[config.mk]
export PLATFORM = sky130hd
export DESIGN_NAME = irq_route_ctrl
export DESIGN_NICKNAME = d
export VERILOG_FILES = /design/src/verilog/irq_route_pkg.sv /design/src/verilog/irq_route_ctrl.sv
export VERILOG_INCLUDE_DIRS = /design/src /design/src/verilog
export SDC_FILE = /design/constraint.sdc
export NUM_CORES = 1
export LEC_CHECK = 0
export ABC_CLOCK_PERIOD_IN_PS = 2600
export BUFFER_PORTS_ARGS = -buffer_cell sky130_fd_sc_hd__buf_2
export CAP_MARGIN = 30
export CORE_MARGIN = 10
export CORE_UTILIZATION = 55
export CTS_CLUSTER_SIZE = 25
export DETAILED_ROUTE_END_ITERATION = 8
export GPL_ROUTABILITY_DRIVEN = 0
export PLACE_DENSITY = 0.78
export SETUP_SLACK_MARGIN = 0.5
export SYNTH_ARGS = -nofsm -noshare
export SYNTH_HDL_FRONTEND = slang
export SYNTH_SLANG_ARGS = --single-unit
[constraint.sdc]
create_clock -name clk_sys -period 2.6 [get_ports clk_sys]
set_input_delay 0.52 -clock clk_sys [delete_from_list [all_inputs] [get_ports clk_sys]]
set_output_delay 0.52 -clock clk_sys [all_outputs]
set_load 0.005 [all_outputs]
[src/verilog/irq_route_regs.svh]
// Register offsets, field positions, reset values and timing figures of the interrupt routing block.
`ifndef IRQ_ROUTE_REGS_SVH
`define IRQ_ROUTE_REGS_SVH

`define ADDR_ACPI_SCI_IRQ_ROUTE 8'h6A
`define ADDR_DEVICE_BAY_IRQ_ROUTE 8'h6B
`define ADDR_SMBUS_IRQ_ROUTE 8'h6C
`define ADDR_WATCHDOG_IRQ_ROUTE 8'h6D
`define ADDR_SOFT_IRQ_REQUEST_LOW 8'h6E
`define ADDR_SOFT_IRQ_REQUEST_HIGH 8'h6F
`define ADDR_SERIAL_IRQ_CONTROL 8'h70
`define ADDR_EVENT_STATUS 8'h78
`define ADDR_EVENT_MASK 8'h79

`define RESET_ROUTE 8'h80
`define RESET_SOFT 8'h00
`define RESET_SERIAL 8'h00
`define RESET_EVENT 8'h00

`define ROUTE_DISABLE_BIT 7
`define SMBUS_STATUS_BIT 4
`define ROUTE_SMBUS 2

`define EVT_RESERVED_LINE 0
`define EVT_RESERVED_START 1
`define EVT_SMBUS_RISE 2
`define EVT_WIDTH 3

`define SLOTS_BASE 6'h11
`define START_CLOCKS_4 4'h4
`define START_CLOCKS_6 4'h6
`define START_CLOCKS_8 4'h8
`define START_CODE_4 2'h0
`define START_CODE_6 2'h1
`define START_CODE_8 2'h2

`endif
[src/verilog/irq_route_pkg.sv]
// Types shared by the interrupt routing and serial interrupt setup block.
package irq_route_pkg;

    typedef struct packed {
        logic disable_n_sense;
        logic [2:0] spare;
        logic [3:0] line;
    } route_t;

    typedef struct packed {
        logic enable;
        logic quiet;
        logic [3:0] period;
        logic [1:0] start_len;
    } serial_ctrl_t;

    typedef struct packed {
        logic enable;
        logic quiet;
        logic [5:0] slots;
        logic [3:0] start_clocks;
    } serial_setup_t;

    typedef enum logic [1:0] {
        START_SHORT,
        START_MID,
        START_LONG,
        START_RESERVED
    } start_len_t;

endpackage

[src/verilog/irq_route_ctrl.sv]
// Interrupt routing, software requests and serial interrupt setup registers.
//
// Local design decision: strobed register access.
`include "irq_route_regs.svh"
`timescale 1ns/1ps
`default_nettype none

module irq_route_ctrl #(
    parameter int NUM_ROUTES = 4
) (
    // Clock and reset.
    input wire logic clk_sys,
    input wire logic arst_n,
    // Register port.
    input wire logic [7:0] reg_addr,
    input wire logic [7:0] reg_wdata,
    input wire logic reg_wr,
    input wire logic reg_rd,
    output logic [7:0] reg_rdata,
    // Internal interrupt sources: sci, device bay, smbus, watchdog.
    input wire logic [NUM_ROUTES-1:0] src_req,
    // Requests toward the legacy interrupt controller.
    output logic [15:0] legacy_irq_line_select,
    // Serial interrupt engine setup.
    output irq_route_pkg::serial_setup_t serial_setup,
    // Event interrupt.
    output logic irq
);

    irq_route_pkg::route_t route [NUM_ROUTES];
    logic [7:0] soft_low;
    logic [7:0] soft_high;
    irq_route_pkg::serial_ctrl_t serial_ctrl;
    logic [`EVT_WIDTH-1:0] evt_status;
    logic [`EVT_WIDTH-1:0] evt_mask;
    logic smbus_prev;
    logic [15:0] route_drive [NUM_ROUTES];
    logic [15:0] next_lines;
    logic [`EVT_WIDTH-1:0] evt_set;
    logic [7:0] next_rdata;

    // Decodes a line code into a one-hot line vector; reserved codes give none.
    function automatic logic [15:0] line_decode(input logic [3:0] code);
        logic [15:0] hot;
        hot = 16'h0000;
        case (code)
            4'h0, 4'h1, 4'h2, 4'h8, 4'hD: hot = 16'h0000;
            default: hot[code] = 1'b1;
        endcase
        return hot;
    endfunction

    // Decodes the start cycle length; the reserved code falls back to the shortest pulse.
    function automatic logic [3:0] start_decode(input logic [1:0] code);
        irq_route_pkg::start_len_t len;
        logic [3:0] clocks;
        len = irq_route_pkg::start_len_t'(code);
        case (len)
            irq_route_pkg::START_SHORT: clocks = `START_CLOCKS_4;
            irq_route_pkg::START_MID: clocks = `START_CLOCKS_6;
            irq_route_pkg::START_LONG: clocks = `START_CLOCKS_8;
            default: clocks = `START_CLOCKS_4;
        endcase
        return clocks;
    endfunction

    // Routing registers, one per internal source at consecutive offsets.
    for (genvar i = 0; i < NUM_ROUTES; i++)
    begin : g_route
        always_ff @(posedge clk_sys or negedge arst_n)
        begin
            if (!arst_n)
                route[i] <= `RESET_ROUTE;
            else if (reg_wr && reg_addr == `ADDR_ACPI_SCI_IRQ_ROUTE + 8'(i))
                route[i] <= reg_wdata;
        end

        // A route only drives when enabled by a zero and the code names a real line.
        always_comb
        begin
            if (src_req[i] && !route[i].disable_n_sense)
                route_drive[i] = line_decode(route[i].line);
            else
                route_drive[i] = 16'h0000;
        end
    end

    // Software request registers.
    always_ff @(posedge clk_sys or negedge arst_n)
    begin
        if (!arst_n)
        begin
            soft_low <= `RESET_SOFT;
            soft_high <= `RESET_SOFT;
        end
        else
        begin
            if (reg_wr && reg_addr == `ADDR_SOFT_IRQ_REQUEST_LOW)
                soft_low <= reg_wdata;
            if (reg_wr && reg_addr == `ADDR_SOFT_IRQ_REQUEST_HIGH)
                soft_high <= reg_wdata;
        end
    end

    // Serial interrupt control register.
    always_ff @(posedge clk_sys or negedge arst_n)
    begin
        if (!arst_n)
            serial_ctrl <= `RESET_SERIAL;
        else if (reg_wr && reg_addr == `ADDR_SERIAL_IRQ_CONTROL)
            serial_ctrl <= reg_wdata;
    end

    // Merge of routed sources and software requests toward the controller.
    always_comb
    begin
        next_lines = {soft_high, soft_low};
        for (int i = 0; i < NUM_ROUTES; i++)
            next_lines = next_lines | route_drive[i];
    end

    always_ff @(posedge clk_sys or negedge arst_n)
    begin
        if (!arst_n)
            legacy_irq_line_select <= 16'h0000;
        else
            legacy_irq_line_select <= next_lines;
    end

    // Setup handed to the frame engine, which runs the protocol in either mode.
    always_ff @(posedge clk_sys or negedge arst_n)
    begin
        if (!arst_n)
            serial_setup <= '0;
        else
        begin
            serial_setup.enable <= serial_ctrl.enable;
            serial_setup.quiet <= serial_ctrl.quiet;
            serial_setup.slots <= `SLOTS_BASE + 6'(serial_ctrl.period);
            serial_setup.start_clocks <= start_decode(serial_ctrl.start_len);
        end
    end

    // Events: a reserved code written into an enabled route, a reserved start length, an SMBus request edge.
    always_comb
    begin
        evt_set = '0;
        if (reg_wr && reg_addr >= `ADDR_ACPI_SCI_IRQ_ROUTE && reg_addr <= `ADDR_WATCHDOG_IRQ_ROUTE
            && !reg_wdata[`ROUTE_DISABLE_BIT] && line_decode(reg_wdata[3:0]) == 16'h0000)
            evt_set[`EVT_RESERVED_LINE] = 1'b1;
        if (reg_wr && reg_addr == `ADDR_SERIAL_IRQ_CONTROL && reg_wdata[1:0] == 2'h3)
            evt_set[`EVT_RESERVED_START] = 1'b1;
        evt_set[`EVT_SMBUS_RISE] = src_req[`ROUTE_SMBUS] && !smbus_prev;
    end

    always_ff @(posedge clk_sys or negedge arst_n)
    begin
        if (!arst_n)
            smbus_prev <= 1'b0;
        else
            smbus_prev <= src_req[`ROUTE_SMBUS];
    end

    // A set in the same cycle as a write-one clear wins, so no event is lost.
    always_ff @(posedge clk_sys or negedge arst_n)
    begin
        if (!arst_n)
            evt_status <= `EVT_WIDTH'(`RESET_EVENT);
        else if (reg_wr && reg_addr == `ADDR_EVENT_STATUS)
            evt_status <= (evt_status & ~reg_wdata[`EVT_WIDTH-1:0]) | evt_set;
        else
            evt_status <= evt_status | evt_set;
    end

    always_ff @(posedge clk_sys or negedge arst_n)
    begin
        if (!arst_n)
            evt_mask <= `EVT_WIDTH'(`RESET_EVENT);
        else if (reg_wr && reg_addr == `ADDR_EVENT_MASK)
            evt_mask <= reg_wdata[`EVT_WIDTH-1:0];
    end

    always_ff @(posedge clk_sys or negedge arst_n)
    begin
        if (!arst_n)
            irq <= 1'b0;
        else
            irq <= |(evt_status & evt_mask);
    end

    // Read path; data stand only in the cycle after the strobe.
    always_comb
    begin
        next_rdata = 8'h00;
        case (reg_addr)
            `ADDR_ACPI_SCI_IRQ_ROUTE: next_rdata = route[0];
            `ADDR_DEVICE_BAY_IRQ_ROUTE: next_rdata = route[1];
            `ADDR_SMBUS_IRQ_ROUTE:
            begin
                next_rdata = route[`ROUTE_SMBUS];
                next_rdata[`SMBUS_STATUS_BIT] = src_req[`ROUTE_SMBUS];
            end
            `ADDR_WATCHDOG_IRQ_ROUTE: next_rdata = route[3];
            `ADDR_SOFT_IRQ_REQUEST_LOW: next_rdata = soft_low;
            `ADDR_SOFT_IRQ_REQUEST_HIGH: next_rdata = soft_high;
            `ADDR_SERIAL_IRQ_CONTROL: next_rdata = serial_ctrl;
            `ADDR_EVENT_STATUS: next_rdata = 8'(evt_status);
            `ADDR_EVENT_MASK: next_rdata = 8'(evt_mask);
            default: next_rdata = 8'h00;
        endcase
    end

    always_ff @(posedge clk_sys or negedge arst_n)
    begin
        if (!arst_n)
            reg_rdata <= 8'h00;
        else if (reg_rd)
            reg_rdata <= next_rdata;
        else
            reg_rdata <= 8'h00;
    end

    // Checks on the block's own outputs.
    logic others_quiet;
    assign others_quiet = ({soft_high, soft_low} == 16'h0000) && route[1].disable_n_sense
        && route[2].disable_n_sense && route[3].disable_n_sense;
endmodule

`default_nettype wire

Yosys cells after proc, flatten, opt, wreduce, memory -nomap -nowiden --
Index checks and enable logic that the tools add are counted.
Word-level totals: output and inout port bits 37, flip-flop bits (word level) 100
Operators by class: multiplexer cells 25, bitwise operators 9, $add $sub $neg 1, reduce and logical (&&, ||, !) cells 42, order comparisons 12, eq/ne operators 32
Operators with widths (number):
- 16-bit 2-to-1 mux | 9
- 8-bit by 7-bit == test with 1-bit output (second input constant) | 9
- 8-bit case mux with 9 select lines | 1
- 16-bit OR | 4
- 4-bit == test (second input constant) | 10
- 4-bit by 5-bit less-than comparator with 1-bit output (second input constant) | 5
- 5-bit OR reduction | 5
- 1-bit logical AND | 24
- 1-bit demux with 4-bit select | 5
- 4-bit by 1-bit == test with 1-bit output (second input constant) | 5
- 4-bit by 2-bit == test with 1-bit output (second input constant) | 5
- 4-bit by 1-bit >= comparator with 1-bit output (second input constant) | 5
- 4-bit zero test | 5
- 16-bit zero test | 1
- 8-bit by 7-bit >= comparator with 1-bit output (second input constant) | 1
- 8-bit by 7-bit less-or-equal comparator with 1-bit output (second input constant) | 1
- 8-bit 2-to-1 mux | 1
- 4-bit case mux with 2 select lines | 1
- 1-bit 2-to-1 mux | 7
- 5-bit by 4-bit adder with 6-bit output (first input constant) | 1
- 3-bit AND | 2
- 1-bit zero test | 6
- 3-bit OR | 2
- 2-bit == test (second input constant) | 2
- other kinds (4) | 4

Depth between registers and ports, before layout --
Gate-level depths: netlist of the first run.
depth in word-level cells 10, gate-level depth with buffers 6

Worst setup path after synthesis of the first run --
OpenSTA, ideal clock, no wires.
kind input-to-reg, start point input port reg_addr[1], end point register serial_ctrl[0] (netlist name), path slack 0.615 ns, setup time 0.125 ns, required time 2.475 ns, stages on the path 5, path buffers 1, arrival 1.860 ns, path through buf_2 or3b_4 nor4_4 nand2_4 mux2_4
Between the ends: cells in the longest elaborated chain, start to end 2
RTL lines:
- from (decl) | RTL line irq_route_ctrl.sv:15 | input wire logic [7:0] reg_addr,
- 8-bit by 7-bit == test with 1-bit output
- 1-bit logical AND (no line)
- to (signal assigned) | RTL line irq_route_ctrl.sv:109 | serial_ctrl <= `RESET_SERIAL;
- to (signal assigned) | RTL line irq_route_ctrl.sv:111 | serial_ctrl <= reg_wdata;
- to (decl) | RTL line irq_route_ctrl.sv:33 | irq_route_pkg::serial_ctrl_t serial_ctrl;
No other way between the ends. A chain may end at the register's enable or synchronous reset.

Worst setup path after layout of the first run --
start point input port reg_addr[4], end point register soft_low[0]
Between the ends: cells in the longest elaborated chain, start to end 2
RTL lines:
- 8-bit by 7-bit == test with 1-bit output
- 1-bit logical AND (no line)
- to (signal assigned) | RTL line irq_route_ctrl.sv:93 | soft_low <= `RESET_SOFT;
- to (signal assigned) | RTL line irq_route_ctrl.sv:99 | soft_low <= reg_wdata;
- to (decl) | RTL line irq_route_ctrl.sv:31 | logic [7:0] soft_low;
No other way between the ends.

==> flow_metrics.py, run 1 <==
metrics = {
    "floorplan": {
        "io_pins": 61,
        "core.rowCount": 33,
        "die-area_um2": 12460,
        "initial_core_util_pct": 56.47,
        "die_x_um": 111.6,
        "die_h_um": 111.6,
        "coreArea_um2": 8175,
    },
    "critical_path": {
        "reg2reg_slack_ns": 1.05,
        "worst_setup_path_start_kind": "input pin",
        "cp_max_fo": 11,
        "path_class": "in -> reg",
        "crit_path_end_kind": "flop",
        "required_ns": 2.86,
        "arrival_ns": 2.11,
    },
    "yosys": {
        "synthFlopType": "dfrtp_1",
        "ys_types": 54,
        "synthXorXnorAreaFrac_pct": 0.5691,
        "synth_compound_area_share_pct": 8.455,
        "synthSimpleGateAreaFrac_pct": 14.55,
        "async_reset_ff_share_pct": 100.0,
        "yosysSeqAreaShare_pct": 53.22,
        "synthMuxAreaShare_pct": 18.97,
        "synth_top_family_by_area": "multiplexers",
        "synth_nets": 415,
        "synthAdderAreaFrac_pct": 0.4878,
        "synth_area_leaders": "dfrtp_1, mux2_2, mux2i_1",
        "yosysTopAreaCellShare_pct": 50.95,
        "syn_inst": 390,
        "synth-seq-cells": 98,
        "yosysTopAreaCell": "dfrtp_1",
        "yosysMostFrequentCell": "dfrtp_1",
        "synth-edff-count": 0,
        "syn_area_um2": 4617,
        "yosysWarnings": 0,
        "synth.avg_cell_area_um2": 11.84,
        "netlist_top_cells_count": "dfrtp_1, mux2_2, nand2_1, nand3_1, clkbuf_1",
    },
    "final_layout": {
        "nets": 466,
        "drive_gt1_share_pct": 34.53,
        "fill_cells": 681,
        "regArea_um2": 2457,
        "diodes": 0,
        "multi_input_area_um2": 1991,
        "area_growth_pct": 12.57,
    },
    "clock_network": {
        "cts_hold_buf": 0,
        "cts_buffers": 9,
        "htreeDepth": 3,
        "cts-root-to-sink-buffers": 2,
        "cts_resized": 0,
        "clk_latency_ns": 0.37,
        "cts_setup_buffers": 0,
        "cts_sinks": 98,
        "tritoncts": "built",
        "cts_root_buffer": "clkbuf_8",
        "cts.reportedPaths.clkPinSlew_ns": 0.11,
    },
    "timing": {
        "fin_skew_ns": 0.01539,
        "slew_violations": 0,
        "worst_slack_ns": 0.7478,
        "slew_headroom_pct": 60.86,
        "final_hold_viol_count": 0,
        "setup_viol": 0,
        "max_freq_ghz": 0.5399,
        "worst_pin_slew_ns": 0.5872,
        "rsz0062_at_grt": "false",
        "fin_crit_ns": 1.852,
        "setup_tns_ns": 0,
        "min_period_over_period_pct": 71.24,
    },
    "power": {
        "swShare_pct": 27.68,
        "power.leakage_nw": 2.589,
        "ir_drop_mv": 0.3703,
        "combPwrFrac_pct": 9.1,
        "p_switching_mw": 0.7972,
        "p_seq_share_pct": 57.5,
        "p_int_mw": 2.083,
        "power_density_nw_per_um2": 554.2,
        "pwr-share-clk_pct": 33.4,
    },
    "grt": {
        "grt_pass1_wl_um": 17950,
        "grt_overflow": 0,
        "antenna_found_initial": 0,
        "grt_pass1_vias": 3334,
        "groute.usage.overall_pct": 17.82,
        "grt_start_max_net_pins": 46,
    },
    "detailed_routing": {
        "drtIter0Drc": 348,
        "via_per_inst": 6.211,
        "vias": 3422,
        "final_antenna_net_count": 0,
        "dr.pass1.iters": 7,
        "wire_per_inst_um": 20.59,
        "routed_wl_um": 11340,
        "drc_errors": 0,
    },
    "placement": {
        "dp_hpwl_um": 8269,
        "io_buffers": 59,
        "place_ws_ns": 0.3891,
    },
    "min_path": {
        "hp-class": "in -> async",
    },
    "run_status": {
        "status": "finished, final reports clean",
    },
    "job": {
        "drv_cap": 0,
    },
}
-- layer usage --
metal,wire (um),share of wire (%),global-route usage [%]
met1,5010,44,23.96
met2,5328,47,27.78
met3,809,7.1,4.348
met4,194,1.7,5.398
met5,0,0,0
-- power by group through the flow --
stage	registers, mW	logic [mW]	clock network (mW)
2_1_floorplan	1.66	0.156	0
4_1_cts	1.65	0.264	0.976
5_1_grt	1.67	0.289	1.03
3_5_place_dp	1.68	0.263	0
6_report	1.66	0.262	0.961
3_3_place_gp	1.68	0.255	0
-- final cells by class --
| cell class | count | share of cell area [%] |
|---|---|---|
| sequential | 98 | 47.28 |
| multi-input combinational | 253 | 38.30 |
| timing repair buffer | 69 | 7.415 |
| tap | 105 | 2.528 |
| clock buffer | 9 | 2.383 |
| clock inverter | 7 | 1.372 |
| inverter | 10 | 0.7222 |
-- layout by cell type, fill, tap and decap left out, types with 2 or more instances in the layout --
cell type	n
nand4b_1	3
nor4_1	6
clkbuf_8	9
xnor2_1	2
a31oi_1	3
nand3b_1	3
a22o_1	11
a21oi_1	12
buf_2	58
nor2_1	17
dfstp_2	4
nand3_1	19
mux2i_1	17
inv_1	10
a22oi_1	2
dfrtp_1	94
nand4_1	2
buf_4	10
nand2b_1	6
and4_1	2
mux2_2	51
or3_1	3
nand2_1	20
nor2b_1	5
nor3_2	2
o22ai_1	8
a32oi_1	2
nand4bb_1	2
nor3_1	6
nor3b_1	9
inv_6	3
and4b_1	3
mux2_4	8
clkinv_4	2
o21ai_0	9
-- metrics by stage --
step | cell area [um2] | std cells | hold slack (ns) | utilization [%] | power, mW
2_1_floorplan | 4617 | 390 | 0.2244 | - | 1.814
3_3_place_gp | 5002 | 535 | 0.3949 | 61.19 | 1.935
3_5_place_dp | 5002 | 535 | 0.3964 | 61.19 | 1.947
4_1_cts | 5197 | 551 | 0.1502 | 63.58 | 2.894
5_1_grt | 5197 | 551 | 0.1554 | 63.58 | 2.986
6_report | 5197 | 551 | 0.1316 | 63.58 | 2.880
-- flip-flops by register name, summed over array words and instances (netlist names), 3 cells and up --
| register | count |
|---|---|
| legacy_irq_line_select | 16 |
| reg_rdata | 8 |
| serial_ctrl | 8 |
| soft_high | 8 |
| route | 31 |
| evt_status | 3 |
| soft_low | 8 |
| serial_setup | 11 |
| evt_mask | 3 |
-- cell families (layout without fill, tap and decap cells) --
logic type | count (synthesis) | in the layout
AND/OR/NAND/NOR | 113 | 113
flip-flops | 98 | 98
adder cells (fa/ha/maj) | 2 | 2
multiplexers | 77 | 77
buffers and inverters | 39 | 95
AO/OA/AOI/OAI | 57 | 57
XOR/XNOR | 3 | 3
other | 1 | 1
-- path summary, 6_finish.rpt --
path,startpoint,endpoint,cells past startpoint
worst max-delay path,reg_addr[4],soft_low[0]$_DFFE_PN0P_,5
worst min-delay path,arst_n,serial_setup[3]$_DFF_PN0_,1
worst max register to register,route[7]$_DFFE_PN1P_,legacy_irq_line_select[14]$_DFF_PN0_,3
worst min register to register,serial_ctrl[7]$_DFFE_PN0P_,serial_setup[11]$_DFF_PN0_,0
max in group asynchronous,arst_n,route[15]$_DFFE_PN1P_,2
min in group clk_sys,src_req[2],smbus_prev$_DFF_PN0_,1
-- critical path, stage by stage --
cell and delay, ns:
buf_2 0.12, and4bb_2 0.43, nand2_1 0.16, or3_1 0.50
mux2_1 0.37
Power figures use the tool's default switching activity.
==> run 2, diff against run 1 <==
Settings changed: ABC_CLOCK_PERIOD_IN_PS 2600 to 1900.
Clock period 2.6 ns to 1.9 ns, I/O delays scaled along.
==> run 2 against run 1 <==
Hold slack better by 0.067 ns. Final cell count up 3.1%. Register-to-register slack worse by 0.69 ns. Count of clock-buffer cells in the layout unchanged. Via count up 3.2%. Highest routed layer unchanged. Non-clock buffer count up 17. Largest power group unchanged. Sequential share of layout area down 2.7 points. Total power up 39%. Core utilization up 3.8 points. Die area unchanged. Wire length up 5.2%.
==> flow_metrics.py, run 2 (synthesis gave the netlist of run 1 again) <==
metrics = {
    "power": {
        "ir_drop_mv": 0.3732,
        "power.leakage_nw": 2.739,
        "combPwrFrac_pct": 10.6,
        "p_int_mw": 2.883,
        "p_seq_share_pct": 56.6,
        "pwr-share-clk_pct": 32.8,
        "swShare_pct": 27.76,
        "p_switching_mw": 1.108,
        "power_density_nw_per_um2": 724.5,
    },
    "final_layout": {
        "drive_gt1_share_pct": 39.74,
        "fin_cells": 568,
        "final_util_pct": 67.37,
        "largest_reg_flops": 31,
        "final_area_um2": 5508,
        "final_common_cell": "dfrtp_1",
        "diodes": 0,
        "reg_top3": "route (31), legacy_irq_line_select (16), serial_setup (11)",
        "area_growth_pct": 19.30,
        "nets": 483,
        "regMostFlops": "route",
        "layout_common_cells": "dfrtp_1, buf_2, mux2_2",
    },
    "detailed_routing": {
        "final_antenna_net_count": 0,
        "drtIter0Drc": 369,
        "wire_per_inst_um": 21.00,
        "vias": 3533,
        "dr.pass1.iters": 6,
        "via_per_inst": 6.220,
        "drc_errors": 0,
        "routed_wl_um": 11930,
    },
    "critical_path": {
        "crit_path_end_kind": "flop",
        "max_stage_delay_ns": 0.54,
        "arrival_ns": 1.79,
        "path_class": "reg -> reg",
        "required_ns": 2.15,
        "critPathTopFamily": "simple AND/OR/NAND/NOR gates",
        "crit_slowest_cell": "dfstp_2",
        "cp_max_fo": 3,
        "crit_buf_inv": 0,
        "crit_chain": "and4b_2 -> a22o_1 -> or4_4",
        "worst_setup_path_start_kind": "flop",
    },
    "timing": {
        "rsz0062_at_grt": "true",
        "slew_headroom_pct": 65.79,
        "fin_crit_ns": 1.536,
        "max_freq_ghz": 0.6511,
        "setup_tns_ns": 0,
        "final_hold_viol_count": 0,
        "slew_violations": 0,
        "worst_pin_slew_ns": 0.5128,
        "setup_viol": 0,
        "worst_slack_ns": 0.3641,
        "min_period_over_period_pct": 80.84,
        "fin_skew_ns": 0.007699,
    },
    "clock_network": {
        "tritoncts": "built",
        "clk_latency_ns": 0.38,
        "cts_sinks": 98,
        "cts_root_buffer": "clkbuf_8",
        "cts_buffers": 9,
        "cts-root-to-sink-buffers": 2,
        "htreeDepth": 3,
        "cts.reportedPaths.clkPinSlew_ns": 0.10,
    },
    "floorplan": {
        "io_pins": 61,
        "die_h_um": 111.6,
        "die-area_um2": 12460,
        "die_x_um": 111.6,
        "initial_core_util_pct": 56.47,
        "coreArea_um2": 8175,
        "core.rowCount": 33,
    },
    "min_path": {
        "hp-class": "in -> reg",
    },
    "job": {
        "drv_cap": 0,
    },
    "placement": {
        "placedCellCount": 548,
        "placed_area_um2": 5187,
        "dp_hpwl_um": 8697,
        "place_ws_ns": 0.03863,
        "io_buffers": 59,
    },
    "grt": {
        "groute.usage.overall_pct": 19.14,
        "grt_pass1_vias": 3542,
        "grt_start_max_net_pins": 38,
        "grt_overflow": 0,
        "grt_pass1_wl_um": 19080,
        "antenna_found_initial": 0,
    },
    "run_status": {
        "status": "finished, final reports clean",
    },
}
[run 2: stage by stage]
step	power [mW]	hold slack, ns
2_1_floorplan	2.496	0.08441
3_3_place_gp	2.680	0.3743
3_5_place_dp	2.697	0.3878
4_1_cts	4.006	0.1824
5_1_grt	4.167	0.1780
6_report	3.990	0.1985
[run 2: metal layers]
layer  track usage, %  part of all wire (%)  up-vias
met4            7.626                   3.1        0
li1                 -                     -     1558
met2            29.14                    47      195
met3            5.475                   8.6       43
met1            25.12                    42     1737
met5                0                     0        -
[run 2: cell type report]
cell class              count  area, um2
inverters                  10      37.54
flip-flops and latches     98       2457
well taps                 105      131.4
repair buffers             86      575.6
multi-input cells         253       2118
fillers                   601       2668
clock buffers               9      123.9
clock inverters             7      63.81
[run 2: final timing paths]
| path | startpoint | endpoint | slack, ns | cells after the start |
|---|---|---|---|---|
| setup / recovery | route[7]$_DFFE_PN1P_ | legacy_irq_line_select[14]$_DFF_PN0_ | 0.36 | 3 |
| hold / removal | src_req[2] | smbus_prev$_DFF_PN0_ | 0.20 | 1 |
| setup reg to reg | route[7]$_DFFE_PN1P_ | legacy_irq_line_select[14]$_DFF_PN0_ | 0.36 | 3 |
| hold reg to reg | serial_ctrl[6]$_DFFE_PN0P_ | serial_setup[10]$_DFF_PN0_ | 0.42 | 0 |
| max in group asynchronous | arst_n | route[23]$_DFFE_PN1P_ | 0.75 | 3 |
| min in group asynchronous | arst_n | serial_setup[6]$_DFF_PN0_ | 0.50 | 2 |
[run 2: power by group through the flow]
stage / Sequential, mW / Clock [mW] / Combinational (mW)
after floorplan: 2.27 / 0 / 0.227
final: 2.26 / 1.31 / 0.423
after global routing: 2.27 / 1.44 / 0.460
after global placement: 2.29 / 0 / 0.389
after detailed placement: 2.30 / 0 / 0.400
after CTS: 2.25 / 1.34 / 0.411
[run 2: worst reg2reg max path, stage by stage (launching register included)]
cell and delay (ns):
dfstp_2 0.54, and4b_2 0.25, a22o_1 0.21, or4_4 0.41
[run 2: timing repair]
item,CTS,global route
buffers inserted,2,1
resized for setup,6,15
pin swaps,0,1
endpoints found under the setup margin,29,30
hold endpoints to repair,33,0
hold buffers,1,0
==> run 3, diff against run 2 <==
Settings changed: ABC_CLOCK_PERIOD_IN_PS 1900 to 1300, CORE_UTILIZATION 55 to 52, PLACE_DENSITY 0.78 to 0.77.
Clock period 1.9 ns to 1.3 ns, I/O delays scaled along.
==> run 3 against run 2 <==
The run now ends with hold timing, setup timing left. Count of clock-buffer cells in the layout is 1 higher. Die area rose by 4.7%. Combinational power rose by 130%. First-iteration DRC count rose by 57%. Critical path depth stayed put. Total power grew 61%.
==> flow_metrics.py, run 3 (synthesis gave the netlist of run 1 again) <==
metrics = {
    "timing": {
        "setup_viol": 26,
        "fin_skew_ns": 0.01680,
        "worst_pin_slew_ns": 0.5783,
        "rsz0062_at_grt": "true",
        "whs_ns": -0.1266,
        "worst_slack_ns": -0.2993,
        "min_period_over_period_pct": 123.0,
        "slew_headroom_pct": 61.45,
        "fin_crit_ns": 1.599,
        "final_hold_viol_count": 83,
        "setup_tns_ns": -2.651,
        "max_freq_ghz": 0.6253,
        "slew_violations": 0,
    },
    "floorplan": {
        "die-area_um2": 13050,
        "die_x_um": 114.2,
        "core.rowCount": 34,
        "io_pins": 61,
        "die_h_um": 114.2,
        "initial_core_util_pct": 53.20,
        "coreArea_um2": 8678,
    },
    "clock_network": {
        "cts_sinks": 98,
        "cts_root_buffer": "clkbuf_8",
        "htreeDepth": 3,
        "cts_buffers": 9,
        "cts-root-to-sink-buffers": 2,
        "clk_latency_ns": 0.39,
        "cts_hold_buf": 1,
        "tritoncts": "built",
        "cts.reportedPaths.clkPinSlew_ns": 0.10,
    },
    "placement": {
        "placedCellCount": 599,
        "dp_hpwl_um": 9677,
        "io_buffers": 59,
    },
    "final_layout": {
        "diodes": 0,
        "reg_top3": "route (31), legacy_irq_line_select (16), serial_setup (11)",
        "fill_cells": 453,
        "regMostFlops": "route",
        "final_common_cell": "dfrtp_1",
        "largest_reg_flops": 31,
        "fin_cells": 640,
        "area_growth_pct": 44.34,
        "drive_gt1_share_pct": 57.14,
        "layout_common_cells": "dfrtp_1, buf_4, mux2_4",
        "nets": 552,
    },
    "grt": {
        "groute.usage.overall_pct": 22.25,
        "grt_pass1_vias": 4013,
        "antenna_found_initial": 0,
        "grt_start_max_net_pins": 40,
        "grt_overflow": 0,
        "grt_pass1_wl_um": 22940,
    },
    "critical_path": {
        "crit_path_end_kind": "flop",
        "cp_max_fo": 3,
        "critPathTopFamily": "simple AND/OR/NAND/NOR gates",
        "crit_chain": "and4b_2 -> a22o_1 -> or4_4",
        "crit_slowest_cell": "dfstp_2",
        "required_ns": 1.56,
        "max_stage_delay_ns": 0.58,
        "path_class": "reg -> reg",
        "crit_buf_inv": 0,
        "arrival_ns": 1.86,
        "worst_setup_path_start_kind": "flop",
    },
    "detailed_routing": {
        "drtIter0Drc": 578,
        "dr.pass1.iters": 5,
        "drc_errors": 0,
        "final_antenna_net_count": 0,
        "via_per_inst": 6.692,
        "vias": 4283,
        "wire_per_inst_um": 26.32,
        "routed_wl_um": 16840,
    },
    "power": {
        "combPwrFrac_pct": 15.0,
        "p_int_mw": 4.626,
        "pwr-share-clk_pct": 33.3,
        "swShare_pct": 27.79,
        "p_seq_share_pct": 51.7,
        "power.leakage_nw": 3.327,
        "p_switching_mw": 1.781,
        "power.total_mw": 6.407,
        "ir_drop_mv": 0.5001,
        "power_density_nw_per_um2": 961.4,
    },
    "job": {
        "drv_cap": 0,
    },
    "min_path": {
        "hp-class": "in -> async",
    },
    "run_status": {
        "violations": "hold timing, setup timing",
        "status": "finished, violations left",
    },
}
[run 3: metrics by stage]
stage | worst slack [ns] | area, um2 | util, %
finish | -0.2993 | 6664 | 76.79
global route | -0.3307 | 6664 | 76.79
CTS | -0.2221 | 6389 | 73.62
detailed placement | -0.4757 | 5635 | 64.94
global placement | -0.4257 | 5635 | 64.94
floorplan | -0.4077 | 4827 | -
[run 3: timing repair]
item / CTS / global route
setup buffers: 12 / 12
gates resized for setup: 111 / 41
pin swaps: 28 / 34
hold endpoints to repair: 11 / 83
endpoints found under the setup margin: 121 / 133
[run 3: routing by layer]
metal,vias up,share of wire (%),GRT usage [%]
met4,0,6.7,9.942
met2,380,47,35.50
met3,111,11,4.245
li1,1693,-,-
met1,2099,36,28.76
met5,-,0,0
[run 3: path summary, 6_finish.rpt]
path,from,to,slack [ns],cells past startpoint
max in group asynchronous,arst_n,serial_ctrl[2]$_DFFE_PN0P_,0.78,2
setup reg to reg,route[23]$_DFFE_PN1P_,legacy_irq_line_select[14]$_DFF_PN0_,-0.30,3
min in group clk_sys,src_req[2],smbus_prev$_DFF_PN0_,0.19,2
hold reg to reg,soft_high[5]$_DFFE_PN0P_,legacy_irq_line_select[13]$_DFF_PN0_,0.44,0
setup / recovery,route[23]$_DFFE_PN1P_,legacy_irq_line_select[14]$_DFF_PN0_,-0.30,3
hold / removal,arst_n,reg_rdata[7]$_DFF_PN0_,-0.13,2
[run 3: power by group through the flow]
stage | combinational (mW) | sequential (mW) | clock [mW]
2_1_floorplan | 0.357 | 3.32 | 0
4_1_cts | 0.857 | 3.29 | 2.08
5_1_grt | 1.01 | 3.32 | 2.24
3_3_place_gp | 0.703 | 3.33 | 0
6_report | 0.963 | 3.31 | 2.13
3_5_place_dp | 0.722 | 3.34 | 0
[run 3: final cells by class]
class	instances	area, um2	share of cell area (%)
tap	108	135.1	2.028
sequential	98	2461	36.93
clock inverter	6	71.32	1.070
timing repair buffer	155	1217	18.27
clock buffer	10	137.6	2.065
multi-input combinational	253	2604	39.07
inverter	10	37.54	0.5633
